==> src/hw/acs_params.svh <==
// Constants for the clock source and modulator divider block
`ifndef ACS_PARAMS_SVH
`define ACS_PARAMS_SVH
`define ACS_DIV_SLOW 8'h80
`define ACS_DIV_MID 8'h20
`define ACS_DIV_FAST 8'h10
`define ACS_DIV_TOP 8'h08
`define ACS_EDGE_CONFIRM 4'h4
`define ACS_EDGE_GAP 8'hFF
`define ACS_SYS_CLOCK_KHZ 16'h1000
`define ACS_MOD_MIN_KHZ 16'h0020
`define ACS_MOD_MAX_KHZ 16'h0200
`endif

==> src/hw/acs_pkg.sv <==
// Types shared by the clock source block
package acs_pkg;
	typedef enum logic [1:0] {
		ACS_SRC_INT = 2'b01,
		ACS_SRC_EXT = 2'b10
	} acs_src_t;
	typedef logic [3:0] acs_rate_t;
endpackage

==> src/hw/acs_clock_source.sv <==
// Clock source selection and modulator clock generation
`timescale 1ns/1ns
`include "acs_params.svh"
// Behaviour
// [RQ1] Grounded clock pin at reset: internal oscillator
// [RQ2] Toggling external clock switches source to external
// [RQ3] External choice sticks until reset
// [RQ4] Modulator rate 32 kHz to 512 kHz
// [RQ5] Divide by 128, 32, 16, 8 per rate
// [RQ6] Same ratios for internal or nominal external clock
// [RQ7] Divided clock feeds the delta-sigma modulator
// [RQ8] All timing scales with system clock; the edge gap timeout here counts mclk cycles instead
// [RQ9] Confirm several edges, switch without runt pulses
module acs_clock_source
	import acs_pkg::*;
#(
	parameter logic [3:0] EDGE_CONFIRM = `ACS_EDGE_CONFIRM
)
(
	mclk,
	resetn,
	clk_pin,
	int_osc_tick,
	data_rate,
	int_osc_enable,
	ext_clock_active,
	sys_tick,
	mod_clock_tick,
	mod_ratio
);
	input wire logic mclk;
	input wire logic resetn;
	input wire logic clk_pin;
	input wire logic int_osc_tick;
	input wire acs_rate_t data_rate;
	output logic int_osc_enable;
	output logic ext_clock_active;
	output logic sys_tick;
	output logic mod_clock_tick;
	output logic [7:0] mod_ratio;

	// =====================================================
	// Reset release
	// Assert is immediate; release waits two edges so no flop
	// sees the release close to its own clock edge
	logic rst_a_q;
	logic rst_n;
	always_ff @(posedge mclk or negedge resetn)
	begin
		if (!resetn)
			rst_a_q <= 1'b0;
		else
			rst_a_q <= 1'b1;
	end

	// Only this flop reads the first stage
	always_ff @(posedge mclk or negedge resetn)
	begin
		if (!resetn)
			rst_n <= 1'b0;
		else
			rst_n <= rst_a_q;
	end

	// =====================================================
	// Rate decode
	// Last rate code of each divide band; codes above go to the top
	localparam acs_rate_t RATE_SLOW_END = 4'h2;
	localparam acs_rate_t RATE_MID_END = 4'h5;
	localparam acs_rate_t RATE_FAST_END = 4'h8;

	function automatic logic [7:0] ratio_of(input acs_rate_t r);
		if (r <= RATE_SLOW_END)
			ratio_of = `ACS_DIV_SLOW; // see [RQ5]
		else if (r <= RATE_MID_END)
			ratio_of = `ACS_DIV_MID; // see [RQ5]
		else if (r <= RATE_FAST_END)
			ratio_of = `ACS_DIV_FAST; // see [RQ5]
		else
			ratio_of = `ACS_DIV_TOP; // see [RQ5]
	endfunction

	// Source test used by the mux and the status flops
	// Illegal codes count as internal, the safe side
	function automatic logic src_is_ext(input acs_src_t s);
		src_is_ext = (s == ACS_SRC_EXT);
	endfunction

	// =====================================================
	// External clock detection
	logic pin_q;
	logic [3:0] edges_q;
	acs_src_t src_q;
	// Limitation: the pin is sampled by mclk, so an external clock
	// must stay well below half of mclk or edges are lost
	always_ff @(posedge mclk or negedge rst_n)
	begin
		if (!rst_n)
			pin_q <= 1'b0;
		else
			pin_q <= clk_pin;
	end

	// Edges must come back to back; a stray glitch ages out
	// A pin stuck high gives one edge at most, after reset, so it never selects
	logic [7:0] gap_q;
	logic gap_over;
	assign gap_over = (gap_q == `ACS_EDGE_GAP);
	always_ff @(posedge mclk or negedge rst_n)
	begin
		if (!rst_n)
			gap_q <= 8'h00;
		else if (clk_pin && !pin_q)
			gap_q <= 8'h00; // see [RQ9]
		else if (!gap_over)
			gap_q <= gap_q + 8'h01;
	end

	// Counts rising edges; one edge alone may be noise
	always_ff @(posedge mclk or negedge rst_n)
	begin
		if (!rst_n)
			edges_q <= 4'h0;
		else if (src_q == ACS_SRC_INT && clk_pin && !pin_q)
			edges_q <= edges_q + 4'h1; // see [RQ9]
		else if (gap_over)
			edges_q <= 4'h0;
	end

	// Only reset returns the source to internal
	acs_src_t src_d;
	always_comb
	begin
		src_d = src_q;
		unique case (src_q)
			ACS_SRC_INT:
				if (edges_q >= EDGE_CONFIRM)
					src_d = ACS_SRC_EXT; // see [RQ2]
			ACS_SRC_EXT:
				src_d = ACS_SRC_EXT; // see [RQ3]
			default:
				src_d = ACS_SRC_INT;
		endcase
	end

	always_ff @(posedge mclk or negedge rst_n)
	begin
		if (!rst_n)
			src_q <= ACS_SRC_INT; // see [RQ1]
		else
			src_q <= src_d;
	end

	// =====================================================
	// Source mux; switch happens between ticks, never mid pulse
	logic ext_tick;
	logic tick_d;
	assign ext_tick = clk_pin && !pin_q;
	always_comb
	begin
		if (src_is_ext(src_q))
			tick_d = ext_tick; // see [RQ9]
		else
			tick_d = int_osc_tick; // see [RQ2]
	end

	// =====================================================
	// System tick
	always_ff @(posedge mclk or negedge rst_n)
	begin
		if (!rst_n)
			sys_tick <= 1'b0;
		else
			sys_tick <= tick_d; // see [RQ8]
	end

	// =====================================================
	// Source status
	always_ff @(posedge mclk or negedge rst_n)
	begin
		if (!rst_n)
			int_osc_enable <= 1'b1;
		else
			int_osc_enable <= !src_is_ext(src_q); // see [RQ2]
	end

	always_ff @(posedge mclk or negedge rst_n)
	begin
		if (!rst_n)
			ext_clock_active <= 1'b0;
		else
			ext_clock_active <= src_is_ext(src_q); // see [RQ3]
	end

	// =====================================================
	// Ratio follows the rate code one cycle later
	// The divider takes a change only at its next wrap
	always_ff @(posedge mclk or negedge rst_n)
	begin
		if (!rst_n)
			mod_ratio <= `ACS_DIV_SLOW;
		else
			mod_ratio <= ratio_of(data_rate); // see [RQ6]
	end

	// =====================================================
	// Modulator clock; rate-selected ratio of the system tick
	// Divider resets with the block so both start in step
	acs_mod_div u_div
	(
		.mclk(mclk),
		.rst_n(rst_n),
		.tick(sys_tick),
		.ratio(mod_ratio),
		.mod_tick(mod_clock_tick) // see [RQ4] see [RQ7]
	);
endmodule

==> src/hw/acs_mod_div.sv <==
// Modulator clock divider driven by the selected system clock ticks
`timescale 1ns/1ns
`include "acs_params.svh"
module acs_mod_div
	import acs_pkg::*;
(
	mclk,
	rst_n,
	tick,
	ratio,
	mod_tick
);
	input wire logic mclk;
	input wire logic rst_n;
	input wire logic tick;
	input wire logic [7:0] ratio;
	output logic mod_tick;

	logic [7:0] cnt_q;
	logic [7:0] ratio_q;
	logic wrap;

	assign wrap = (cnt_q + 8'h01 >= ratio_q);

	// Ratio is only taken at wrap so no runt period appears
	always_ff @(posedge mclk or negedge rst_n)
	begin
		if (!rst_n)
			ratio_q <= `ACS_DIV_SLOW;
		else if (tick && wrap)
			ratio_q <= ratio; // see [RQ9]
	end

	always_ff @(posedge mclk or negedge rst_n)
	begin
		if (!rst_n)
			cnt_q <= 8'h00;
		else if (tick)
			cnt_q <= wrap ? 8'h00 : cnt_q + 8'h01;
	end

	always_ff @(posedge mclk or negedge rst_n)
	begin
		if (!rst_n)
			mod_tick <= 1'b0;
		else
			mod_tick <= tick && wrap;
	end
endmodule

==> config.mk <==
export PLATFORM = sky130hd
export DESIGN_NAME = acs_clock_source
export DESIGN_NICKNAME = d
export VERILOG_FILES = /design/src/hw/acs_pkg.sv /design/src/hw/acs_clock_source.sv /design/src/hw/acs_mod_div.sv
export VERILOG_INCLUDE_DIRS = /design/src /design/src/hw
export SDC_FILE = /design/constraint.sdc
export NUM_CORES = 1
export LEC_CHECK = 0
export ABC_AREA = 0
export BUFFER_PORTS_ARGS = -buffer_cell sky130_fd_sc_hd__buf_2
export CELL_PAD_IN_SITES_DETAIL_PLACEMENT = 1
export CELL_PAD_IN_SITES_GLOBAL_PLACEMENT = 1
export CORE_MARGIN = 2
export CORE_UTILIZATION = 45
export CTS_CLUSTER_DIAMETER = 80
export DETAILED_ROUTE_END_ITERATION = 8
export PLACE_DENSITY_LB_ADDON = 0.05
export SYNTH_ARGS = -nofsm -noshare
export SYNTH_HDL_FRONTEND = slang
export SYNTH_SLANG_ARGS = --single-unit
==> constraint.sdc <==
create_clock -name mclk -period 1.25 [get_ports mclk]
set_input_delay 0.125 -clock mclk [delete_from_list [all_inputs] [get_ports mclk]]
set_output_delay 0.125 -clock mclk [all_outputs]
set_load 0.1 [all_outputs]
### After elaboration in Yosys (flattened, before gate mapping)

Index checks and enable logic that the tools add are counted.

* logic and storage cells: 44
* register bits: 45
* output and inout port bits: 12

* mux-type cells: 11
* magnitude comparators: 5
* reductions and logical operators: 7
* add/sub/neg operators: 3
* equal/unequal tests: 5

Operator list (number)
* $mux W8: 5
* $add A8 B1 Y8 const B: 2
* $eq A8 B8 Y1 const B: 1
* $ge A8 B8 Y1: 1
* $mux W4: 2
* $mux W5: 1
* $add A4 B1 Y4 const B: 1
* $ge A4 B3 Y1 const B: 1
* $le A4 B2 Y1 const B: 1
* $le A4 B3 Y1 const B: 1
* $le A4 B4 Y1 const B: 1
* $logic_and A1 B1 Y1: 4
* $ne A2 B1 Y1 const B: 2
* $pmux W2 S2: 1
* $eq A2 B1 Y1 const B: 1
* $eq A2 B2 Y1 const B: 1
* $logic_not A1 Y1: 2
* $mux W2: 1
* $reduce_bool A2 Y1: 1
* $mux W1: 1

### Logic depth before layout (Yosys ltp)

Gate-level depths: netlist of the first run.

* depth in word-level cells: 4
* mapped depth: 10

### Modules after synthesis

Synthesis of the first run repeated with hierarchy kept, for this count alone.

* cells, all modules: 199
* area, all modules: 2138.3 µm²

By module, submodules not included
* acs_clock_source: sequential area each 604.3 µm², cells an instance 103, instances 1, area an instance 1124.8 µm²
* acs_mod_div: sequential area each 426.7 µm², cells an instance 96, instances 1, area an instance 1013.5 µm²

### Worst setup path before layout of the first run

No wires, ideal clock.

* path kind: flip-flop to flip-flop
* from: reg u_div.cnt_q[2]
* to: reg u_div.ratio_q[3]
* stages on the path, launching flop included: 11
* buffers on the path: 0
* slack: -1.171 ns
* period minus slack after synthesis: 2.421 ns
* arrival time: 2.295 ns
* required time: 1.124 ns
* setup time: 0.126 ns
* cells stage by stage: dfrtp_1 nand3_1 nor2_1 and3_1 xor2_1 ha_1 nand3_1 a21oi_1 a31oi_4 a21oi_4 mux2_2

* word-level cells in the longest chain between the ends: 3

RTL lines
* start, declared: line acs_mod_div.sv:19 `logic [7:0] cnt_q;`
* start signal, assigned: line acs_mod_div.sv:39 `cnt_q <= wrap ? 8'h00 : cnt_q + 8'h01;`
* $add A8 B1 Y8: line acs_mod_div.sv:23 `assign wrap = (cnt_q + 8'h01 >= ratio_q);`
* $ge A8 B8 Y1: line acs_mod_div.sv:23
* $logic_and A1 B1 Y1: line acs_mod_div.sv:30 `else if (tick && wrap)`
* end signal, assigned: line acs_mod_div.sv:29 `` ratio_q <= `ACS_DIV_SLOW; ``
* end signal, assigned: line acs_mod_div.sv:31 `ratio_q <= ratio;`
* end, declared: line acs_mod_div.sv:20 `logic [7:0] ratio_q;`

No other way between the ends.
A chain may end at the register's enable or synchronous reset.

### Final worst setup path of the first run

* from: reg u_div.cnt_q[1]
* to: reg u_div.cnt_q[2]

* word-level cells in the longest chain between the ends: 3

RTL lines (line)
* $add A8 B1 Y8 (*): acs_mod_div.sv:23, acs_mod_div.sv:39
* $ge A8 B8 Y1: acs_mod_div.sv:23
* $mux W8 (*): acs_mod_div.sv:39

Mark *: on every way between the ends. The rest lies on a longest branch, timed or not.

==> results of run 1 <==
## per-stage QoR
step / worst slack (ps) / cells / setup TNS, ps
floorplan: -997 / 179 / -10990
global placement: -914 / 269 / -10890
detailed placement: -1000 / 269 / -12220
CTS: -996 / 287 / -12730
global route: -1270 / 289 / -17470
finish: -1170 / 289 / -15090
## worst paths after layout
path                                start  cells past startpoint  slack [ps]             end
setup / recovery           u_div.cnt_q[1]                     10       -1170  u_div.cnt_q[2]
hold / removal               data_rate[0]                      2          -4    mod_ratio[7]
setup reg to reg           u_div.cnt_q[1]                     10       -1170  u_div.cnt_q[2]
hold reg to reg                     rst_n                      1         300  u_div.cnt_q[0]
max in group asynchronous           rst_n                      1         590        sys_tick
min in group asynchronous          resetn                      2         130         rst_a_q
## registers in the layout (all words and copies together), names as in the netlist, 2 cells and up
register       cells
u_div.ratio_q      4
mod_ratio          4
gap_q              8
u_div.cnt_q        8
edges_q            4
src_q              2
## where the power goes
part	internal (mW)	switching (mW)
clock network	0.499	0.475
logic	0.905	1.19
registers	1.40	0.165
total	2.80	1.83
## synth_stat cells, drive strengths merged, types with 2 or more instances
cell	number	area [sq um]
nand4	2	12.5
inv	12	45.0
nor2	13	48.8
buf	5	35.0
o21ai	9	45.0
mux2	6	67.6
ha	9	113
and2	2	12.5
o2bb2ai	3	26.3
a31oi	4	40.0
conb	2	7.51
nor3	3	15.0
and3	3	18.8
nand2	19	71.3
nand3	15	75.1
a21oi	7	46.3
xnor2	4	35.0
nor2b	2	12.5
dfstp	4	105
mux2i	3	30.0
dfrtp	33	826
xor2	2	17.5
## logic make-up after synthesis
family | share of synthesized area
AND/OR/NAND/NOR | 0.175
flip-flops | 0.513
AO/OA/AOI/OAI | 0.117
buffers and inverters | 0.0462
adder cells (fa/ha/maj) | 0.0620
multiplexers | 0.0538
XOR/XNOR | 0.0289
other | 0.00414
## final cells by class
| type | instances | area, sq um | area share |
|---|---|---|---|
| multi-input combinational | 124 | 1130 | 0.409 |
| sequential | 37 | 935 | 0.337 |
| timing repair buffer | 58 | 494 | 0.178 |
| clock buffer | 7 | 96.3 | 0.0348 |
| tap | 50 | 62.6 | 0.0226 |
| inverter | 12 | 45.0 | 0.0163 |
| clock inverter | 1 | 5.00 | 0.00181 |
## routing by layer
layer | track usage | wire length [microns]
met1 | 0.263 | 2350
met2 | 0.450 | 3390
met3 | 0.0750 | 190
met4 | 0.105 | 228
met5 | 0 | 0
## repair_timing
item | CTS | global route
buffers inserted | 7 | 7
hold buffers | 3 | 0
endpoints found under the hold margin | 4 | 0
gates resized for setup | 30 | 32
setup endpoints to repair | 25 | 29
pin swaps | 11 | 12
==> metrics.md, run 1 <==
| Metric | Value |
|---|---|
| Status | `finished, violations left` |
| Failing checks | `negative hold slack, negative setup slack` |
| Worst hold slack | `-3.68 ps` |
| CTS tree | `yes` |
| Nature of the critical path startpoint | `register` |
| CTS Root Cell | `clkbuf_8` |
| Iter 0 DRT Violations | `just over 70` |
| Unrepaired setup endpoints after global routing | `true` |
| Main synth FF type | `dfrtp_1` |
| Post-Syn Area | `0.00182 sq mm` |
| Worst Path Required | `1460 ps` |
| Overall power | `4.63 mW` |
| WL final | `6160 microns` |
| Max-slew violations | `0` |
| P&R area growth vs syn | `52.6%` |
| Clock Sink Count | `37` |
| EDFF count, synth | `0` |
| Antenna violations before repair | `0` |
| Leading cell type in the layout, fill and taps excluded | `buf_4` |
| Final hold violations | `1` |
| Crit Path Category | `reg2reg` |
| Core Area | `0.00394 sq mm` |
| Worst-path cell with the longest stage delay | `dfrtp_1` |
| Initial Util | `0.460` |
| Crit path arrival time | `2630 ps` |
| FP Rows | `23` |
| Fin worst setup slack | `-1170 ps` |
| Finished Cell Area | `approximately 0.0028 sq mm` |
| Clock buffer depth | `2` |
| Die Height | `about 68 microns` |
| First-pass GRT wire length | `7990 microns` |
| Chip Width | `67.5 microns` |
| Utilization after layout | `0.703` |
| DR vias | `approximately 1600` |
| Ys async rst share | `1.00` |
| Critical Path Sink Type | `register` |
| GP Congestion | `between 0.8 and 0.9` |
| IO Port Bufs | `15` |
| Num ports | `20` |
| Slowest Stage Delay on Critical Path | `430 ps` |
| Syn Inst Count | `between 150 and 200` |
| DR vias/cell | `5.47` |
| Fillers | `403` |
| Critical path's most frequent cell | `buf_4` |
| Placed cell areas | `approximately 0.0023 sq mm` |
| Post-Syn Area per Cell | `10.3 sq um` |
| Final period utilization | `1.94` |
| Clock transition at path regs | `80 ps` |
| GRT overflow | `0` |
| Crit path max fanout | `6` |
| Layout cells sized above 1 | `0.540` |
| Worst vdd ir | `1.31 mV` |
| Power per Cell Area | `1670 mW/mm^2` |
| Yosys reg bits | `37` |
| Pre-Repair DR Iteration Count | `4` |
| Register area share after synthesis | `0.513` |
| Hold Crit Class | `in2reg` |
| Synthesis Warnings | `0` |
| H-tree depth | `2` |
| CTS Buf Count | `5` |
| Worst skew pair latency | `310 ps` |
| Average wire per standard cell | `around 21 microns` |
| Detailed Place HPWL | `3110 microns` |
| Max cap viols | `0` |
| ANT cells | `0` |
| Worst-path cell chain | `nand3_2, nor2_4, buf_4, xnor2_1, ha_1, a21oi_1, a31o_2, buf_4, a31oi_2, o22ai_1` |
| Most frequent cells in the layout | `33 x buf_4, 32 x dfrtp_1, 12 x buf_2, 11 x nand2_1, 10 x inv_1` |
| Crit path max-delay family | `compound AO/OA/AOI/OAI gates` |
| ANT nets after route | `0` |
| Largest net degree at the start of global routing | `36` |
| Die area | `roughly 0.0046 sq mm` |
| Remaining DRCs | `0` |
| Static leakage | `1.26 nW` |
| Fin nets | `255` |
| Vias in the first global route | `1649` |
| Max Clock Freq | `413 MHz` |
| Final setup violation count | `24` |
| CP Buf/Inv Count | `2` |
| Layout Skew | `9.79 ps` |
| All-layer global routing usage | `0.248` |
| Fin crit period | `about 2400 ps` |
| Post-synth cell types | `41` |
Note: power is estimated with default switching activity, not from simulation.
==> run 2: changes to the inputs <==
HOLD_SLACK_MARGIN = 0.05   (was default)
RECOVER_POWER = 100   (was default)
==> run 2 against run 1 <==
The flow finishes with violations (negative setup slack). Clock power increased by 0.4%. Worst setup slack improved by 34 ps. Critical path depth unchanged. First-iteration DRC count increased by 22%. Via count increased by 4.8%. Sequential cell count unchanged. Critical path type unchanged. Sequential power about the same. Highest routed layer unchanged. Maximum frequency increased by 1.4%.
==> metrics.md, run 2 (synthesized netlist as in run 1, its figures left out) <==
| Metric | Value |
|---|---|
| Layout cells sized above 1 | `0.533 (-0.00696)` |
| Multi-input gate area | `0.00114 sq mm (+0.99%)` |
| Die Height | `67.5 microns (unchanged)` |
| Critical path's most frequent cell | `nand3_2` |
| Utilization after layout | `0.717 (+0.0140)` |
| IO Port Bufs | `15 (unchanged)` |
| Final setup violation count | `28 (+17%)` |
| Average wire per standard cell | `22.3 microns (+4.7%)` |
| Clock Sink Count | `37 (unchanged)` |
| Nature of the critical path startpoint | `register` |
| Register area | `936 sq um (+0.13%)` |
| ANT nets after route | `0 (unchanged)` |
| GRT overflow | `0 (unchanged)` |
| Most frequent cells in the layout | `33 x buf_4, 31 x dfrtp_1, 11 x nand2_1, 10 x inv_1, 10 x buf_2` |
| R2R depth | `10 (unchanged)` |
| CP Buf/Inv Count | `0 (-2)` |
| Largest regs | `gap_q (8), u_div.cnt_q (8)` |
| First-pass GRT wire length | `8430 microns (+5.5%)` |
| WL final | `6570 microns (+6.5%)` |
| Placed cell areas | `0.00225 sq mm (unchanged)` |
| Leading cell type in the layout, fill and taps excluded | `buf_4` |
| Crit path max fanout | `5 (-1)` |
| Antenna violations before repair | `0 (unchanged)` |
| Vias in the first global route | `1759 (+6.7%)` |
| Worst skew pair latency | `310 ps (about the same)` |
| Slowest Stage Delay on Critical Path | `410 ps (-20 ps)` |
| Critical Path Stages | `10 (unchanged)` |
| Remaining DRCs | `0 (unchanged)` |
| Worst-Margin Slew | `918 ps` |
| All-layer global routing usage | `0.262 (+0.0145)` |
| Final hold violations | `0 (-1)` |
| Iter 0 DRT Violations | `88 (+22%)` |
| Largest net degree at the start of global routing | `36 (unchanged)` |
| Status | `finished, violations left` |
| Die area | `0.00456 sq mm (unchanged)` |
| Pre-Repair DR Iteration Count | `6 (+2)` |
| Inst Count DP | `269 (unchanged)` |
| Fin crit period | `2390 ps (-33.8 ps)` |
| ANT cells | `0 (unchanged)` |
| Clock transition at path regs | `80 ps (about the same)` |
| Crit Path Category | `reg2reg` |
| Clock buffer depth | `2 (unchanged)` |
| Fin worst setup slack | `-1140 ps (+33.8 ps)` |
| Crit path arrival time | `2590 ps (-40 ps)` |
| Detailed Place HPWL | `3110 microns (unchanged)` |
| P&R area growth vs syn | `55.6%` |
| Failing checks | `negative setup slack` |
| Power per Cell Area | `1650 mW/mm^2 (-1.2%)` |
| Worst-path cell chain | `nand3_2, nor2_4, and3_4, xor2_2, ha_1, nand3_2, a21oi_2, a31oi_4, a21oi_4, mux2_4` |
| Overall power | `4.66 mW (+0.74%)` |
| Chip Width | `67.5 microns (unchanged)` |
| Max Clock Freq | `419 MHz (+1.4%)` |
| Fillers | `388 (-3.7%)` |
| Core Area | `0.00394 sq mm (unchanged)` |
| CTS Root Cell | `clkbuf_8` |
| CTS Buf Count | `5 (unchanged)` |
| Final period utilization | `1.91 (-0.0271)` |
| Worst slew margin | `0.388` |
| DR vias/cell | `5.64 (+3.0%)` |
| Layout Skew | `10.5 ps (+0.709 ps)` |
| Initial Util | `0.460 (unchanged)` |
| Crit path max-delay family | `compound AO/OA/AOI/OAI gates` |
| Critical Path Sink Type | `register` |
| Num ports | `20 (unchanged)` |
| Max cap viols | `0 (unchanged)` |
| Finished Cell Area | `0.00283 sq mm (+2.0%)` |
| Fin nets | `260 (+2.0%)` |
| H-tree depth | `2 (unchanged)` |
| FP Rows | `23 (unchanged)` |
| GP Congestion | `0.881 (unchanged)` |
| Max-slew violations | `0 (unchanged)` |
| Worst vdd ir | `1.11 mV (-16%)` |
| Non-filler cells, final | `294 (+1.7%)` |
| DR vias | `1657 (+4.8%)` |
| CTS tree | `yes` |
| Worst Path Required | `1450 ps (about the same)` |
| Worst-path cell with the longest stage delay | `dfrtp_1` |
| Static leakage | `1.28 nW (+0.89%)` |
| Unrepaired setup endpoints after global routing | `true` |
| Hold Crit Class | `in2async` |
[run 2: what timing repair did]
item / in CTS / in global routing
resized for setup: 30 / 34
hold buffers: 7 / 0
pin swaps: 11 / 12
endpoints found under the setup margin: 25 / 29
hold endpoints to repair: 6 / 0
buffers inserted: 7 / 7
[run 2: path summary, 6_finish.rpt]
check	from	to	slack (ps)
setup / recovery	u_div.cnt_q[1]	u_div.ratio_q[5]	-1140
hold / removal	resetn	rst_n	130
setup reg to reg	u_div.cnt_q[1]	u_div.ratio_q[5]	-1140
hold reg to reg	rst_a_q	rst_n	360
max in group asynchronous	rst_n	sys_tick	120
min in group mclk	rst_a_q	rst_n	360
[run 2: final cells by class]
type,instances,area share
Multi-Input combinational cell,124,0.405
Sequential cell,37,0.331
Timing Repair Buffer,63,0.190
Clock buffer,7,0.0341
Tap cell,50,0.0221
Inverter,12,0.0159
Clock inverter,1,0.00177
[run 2: report_power, final]
part           switching [mW]  internal [mW]  total [mW]
clock                   0.479          0.499       0.978
sequential              0.150           1.40        1.55
combinational            1.23          0.909        2.14
[run 2: metrics by stage]
| step | hold WS [ps] | setup slack [ps] | TNS (ps) |
|---|---|---|---|
| 2_1_floorplan | -171 | -997 | -10990 |
| 3_3_place_gp | -89.1 | -914 | -10890 |
| 3_5_place_dp | -84.0 | -1000 | -12220 |
| 4_1_cts | 120 | -996 | -12730 |
| 5_1_grt | 154 | -1240 | -16890 |
| 6_report | 133 | -1140 | -14870 |
[run 2: per-layer routing]
metal  track usage  vias to the layer above  part of all wire
met2         0.488                       58              0.55
met4         0.117                        0             0.041
li1              -                      732                 -
met1         0.269                      843              0.37
met5             0                        -                 0
met3        0.0733                       24             0.041
[run 2: worst reg2reg max path: stages (launching register included)]
cell	delay [ps]
dfrtp_1	410
nand3_2	150
nor2_4	120
and3_4	200
xor2_2	60
ha_1	330
nand3_2	90
a21oi_2	170
a31oi_4	140
a21oi_4	270
mux2_4	330
==> run 3: changes to the inputs <==
BUFFER_PORTS_ARGS = -buffer_cell sky130_fd_sc_hd__buf_4   (was -buffer_cell sky130_fd_sc_hd__buf_2)
==> run 3 against run 2 <==
The run still ends with negative setup slack left. Cell count is 0.34% lower. Sequential cell count unchanged. Wire length increased by 1.2%. Clock skew up 1.9 ps. Via count decreased by 0.24%. Global-route usage decreased by 0.31 points. Design area down 1.2%. Critical path depth unchanged. Maximum frequency grew 1.6%. Largest cell class unchanged. Sequential power about the same. Critical path type unchanged. Clock power shrank 3.6%.
==> metrics.md, run 3 (synthesized netlist as in run 1, its figures left out) <==
| Metric | Value |
|---|---|
| Status | `finished, violations left` |
| Failing checks | `negative setup slack` |
| Placed cell areas | `0.00226 sq mm (+0.22%)` |
| Worst-path cell chain | `nand3_4, nor2_4, and3_4, xor2_2, ha_4, nand3_2, a21oi_2, a31oi_4, a21oi_4, mux2_4` |
| Die Height | `67.5 microns (unchanged)` |
| Fin worst setup slack | `-1100 ps (+37.9 ps)` |
| Core Area | `0.00394 sq mm (unchanged)` |
| Max cap viols | `0 (unchanged)` |
| Crit path max fanout | `5 (unchanged)` |
| GP Congestion | `0.850 (-3.6%)` |
| Num ports | `20 (unchanged)` |
| Remaining DRCs | `0 (unchanged)` |
| Max-slew violations | `0 (unchanged)` |
| Unrepaired setup endpoints after global routing | `true` |
| Clock transition at path regs | `90 ps (about the same)` |
| Most frequent cells in the layout | `43 x buf_4, 30 x dfrtp_1, 13 x nand2_1, 11 x inv_1, 9 x nor2_1` |
| Chip Width | `67.5 microns (unchanged)` |
| Power per Cell Area | `1700 mW/mm^2 (+3.1%)` |
| Antenna violations before repair | `0 (unchanged)` |
| Largest regs | `gap_q (8), u_div.cnt_q (8)` |
| FP Rows | `23 (unchanged)` |
| Max Clock Freq | `426 MHz (+1.6%)` |
| Clock Sink Count | `37 (unchanged)` |
| Detailed Place HPWL | `3300 microns (+6.3%)` |
| DR vias | `1653 (-0.24%)` |
| CTS Root Cell | `clkbuf_8` |
| Average wire per standard cell | `22.7 microns (+1.6%)` |
| H-tree depth | `2 (unchanged)` |
| Finished Cell Area | `0.00279 sq mm (-1.2%)` |
| Initial Util | `0.460 (unchanged)` |
| Crit Path Category | `reg2reg` |
| Clock buffer depth | `2 (unchanged)` |
| Iter 0 DRT Violations | `87 (-1.1%)` |
| GRT overflow | `0 (unchanged)` |
| Critical Path Sink Type | `register` |
| Layout cells sized above 1 | `0.531 (-0.00192)` |
| Largest net degree at the start of global routing | `36 (unchanged)` |
| Layout Skew | `12.4 ps (+1.89 ps)` |
| Worst Path Required | `1430 ps (-20 ps)` |
| Hold Crit Class | `in2reg` |
| Final period utilization | `1.88 (-0.0303)` |
| Nature of the critical path startpoint | `register` |
| Crit path from | `u_div.cnt_q[1]` |
| Utilization after layout | `0.708 (-0.00889)` |
| CP Buf/Inv Count | `0 (unchanged)` |
| Worst skew pair latency | `290 ps (-20 ps)` |
| Total negative slack for setup checks | `-14450 ps (+423 ps)` |
| Worst vdd ir | `0.853 mV (-23%)` |
| IO Port Bufs | `15 (unchanged)` |
| P&R area growth vs syn | `53.7%` |
| Worst slew margin | `0.406 (+0.0180)` |
| ANT nets after route | `0 (unchanged)` |
| Fin crit period | `2350 ps (-37.9 ps)` |
| Final hold violations | `0 (unchanged)` |
| Final setup violation count | `25 (-11%)` |
| Startpoint of the worst hold path | `int_osc_tick` |
| ANT cells | `0 (unchanged)` |
| Die area | `0.00456 sq mm (unchanged)` |
| Slowest Stage Delay on Critical Path | `430 ps (+20 ps)` |
| All-layer global routing usage | `0.259 (-0.00307)` |
| Worst-path cell with the longest stage delay | `dfrtp_2` |
| Worst-Margin Slew | `891 ps (-27.0 ps)` |
| CTS tree | `yes` |
| Leading cell type in the layout, fill and taps excluded | `buf_4` |
| WL final | `6650 microns (+1.2%)` |
| Crit path arrival time | `2530 ps (-60 ps)` |
| Fin nets | `259 (-0.38%)` |
| DR vias/cell | `5.64 (about the same)` |
| Static leakage | `1.24 nW (-3.2%)` |
| Vias in the first global route | `1781 (+1.3%)` |
| Pre-Repair DR Iteration Count | `4 (-2)` |
| First-pass GRT wire length | `8450 microns (+0.25%)` |
| Crit path max-delay family | `compound AO/OA/AOI/OAI gates` |
| CTS Buf Count | `5 (unchanged)` |
| Worst R2R Start | `u_div.cnt_q[1]` |
[run 3: changes by cell type in the layout (fill, tap and decap cells not counted), moves of 2 or more]
cell     previous run  this run
nand2_2             3         5
buf_12              5         1
buf_6               5         8
nand2_4             4         0
o21ai_2             3         5
nand3_2             9         6
buf_4              33        43
nand2_1            11        13
nand3_4             1         3
buf_2              10         0
[run 3: per-layer routing]
layer	track usage	share of wire	up-vias
met3	0.0633	0.045	24
met2	0.471	0.55	56
met5	0	0	-
li1	-	-	732
met4	0.115	0.032	0
met1	0.282	0.37	841
[run 3: report_power, final]
part | switching, mW | internal (mW) | total, mW
Sequential | 0.169 | 1.40 | 1.57
Combinational | 1.24 | 0.994 | 2.23
Clock | 0.444 | 0.499 | 0.943
Total | 1.85 | 2.89 | 4.74
[run 3: timing repair]
| action | 4_1_cts | 5_1_grt |
|---|---|---|
| setup buffers | 8 | 6 |
| endpoints found under the hold margin | 5 | 0 |
| pin swaps | 11 | 12 |
| endpoints found under the setup margin | 25 | 30 |
| hold buffers | 6 | 0 |
| gates resized for setup | 22 | 42 |
[run 3: area by class of cell]
type	instances	area (sq um)
flip-flops and latches	37	937
fillers	384	1150
clock buffers	7	96.3
inverters	12	45.0
repair buffers	62	513
clock inverters	1	5.00
multi-input cells	124	1130
well taps	50	62.6
[run 3: metrics by stage]
step | hold WS [ps] | total power, mW | instances | setup slack (ps)
after floorplan | -171 | 2.45 | 179 | -997
after global placement | -93.3 | 2.97 | 269 | -915
after detailed placement | -88.9 | 3.09 | 269 | -1050
after CTS | 74.3 | 4.15 | 291 | -1020
after global routing | 87.0 | 4.93 | 293 | -1190
final | 104 | 4.74 | 293 | -1100
[run 3: final timing paths]
kind | end | slack (ps) | cells past startpoint
setup reg to reg | u_div.ratio_q[4] | -1100 | 10
hold reg to reg | rst_n | 360 | 0
setup / recovery | u_div.ratio_q[4] | -1100 | 10
min in group asynchronous | rst_a_q | 170 | 2
hold / removal | sys_tick | 100 | 2
max in group asynchronous | sys_tick | 90 | 1
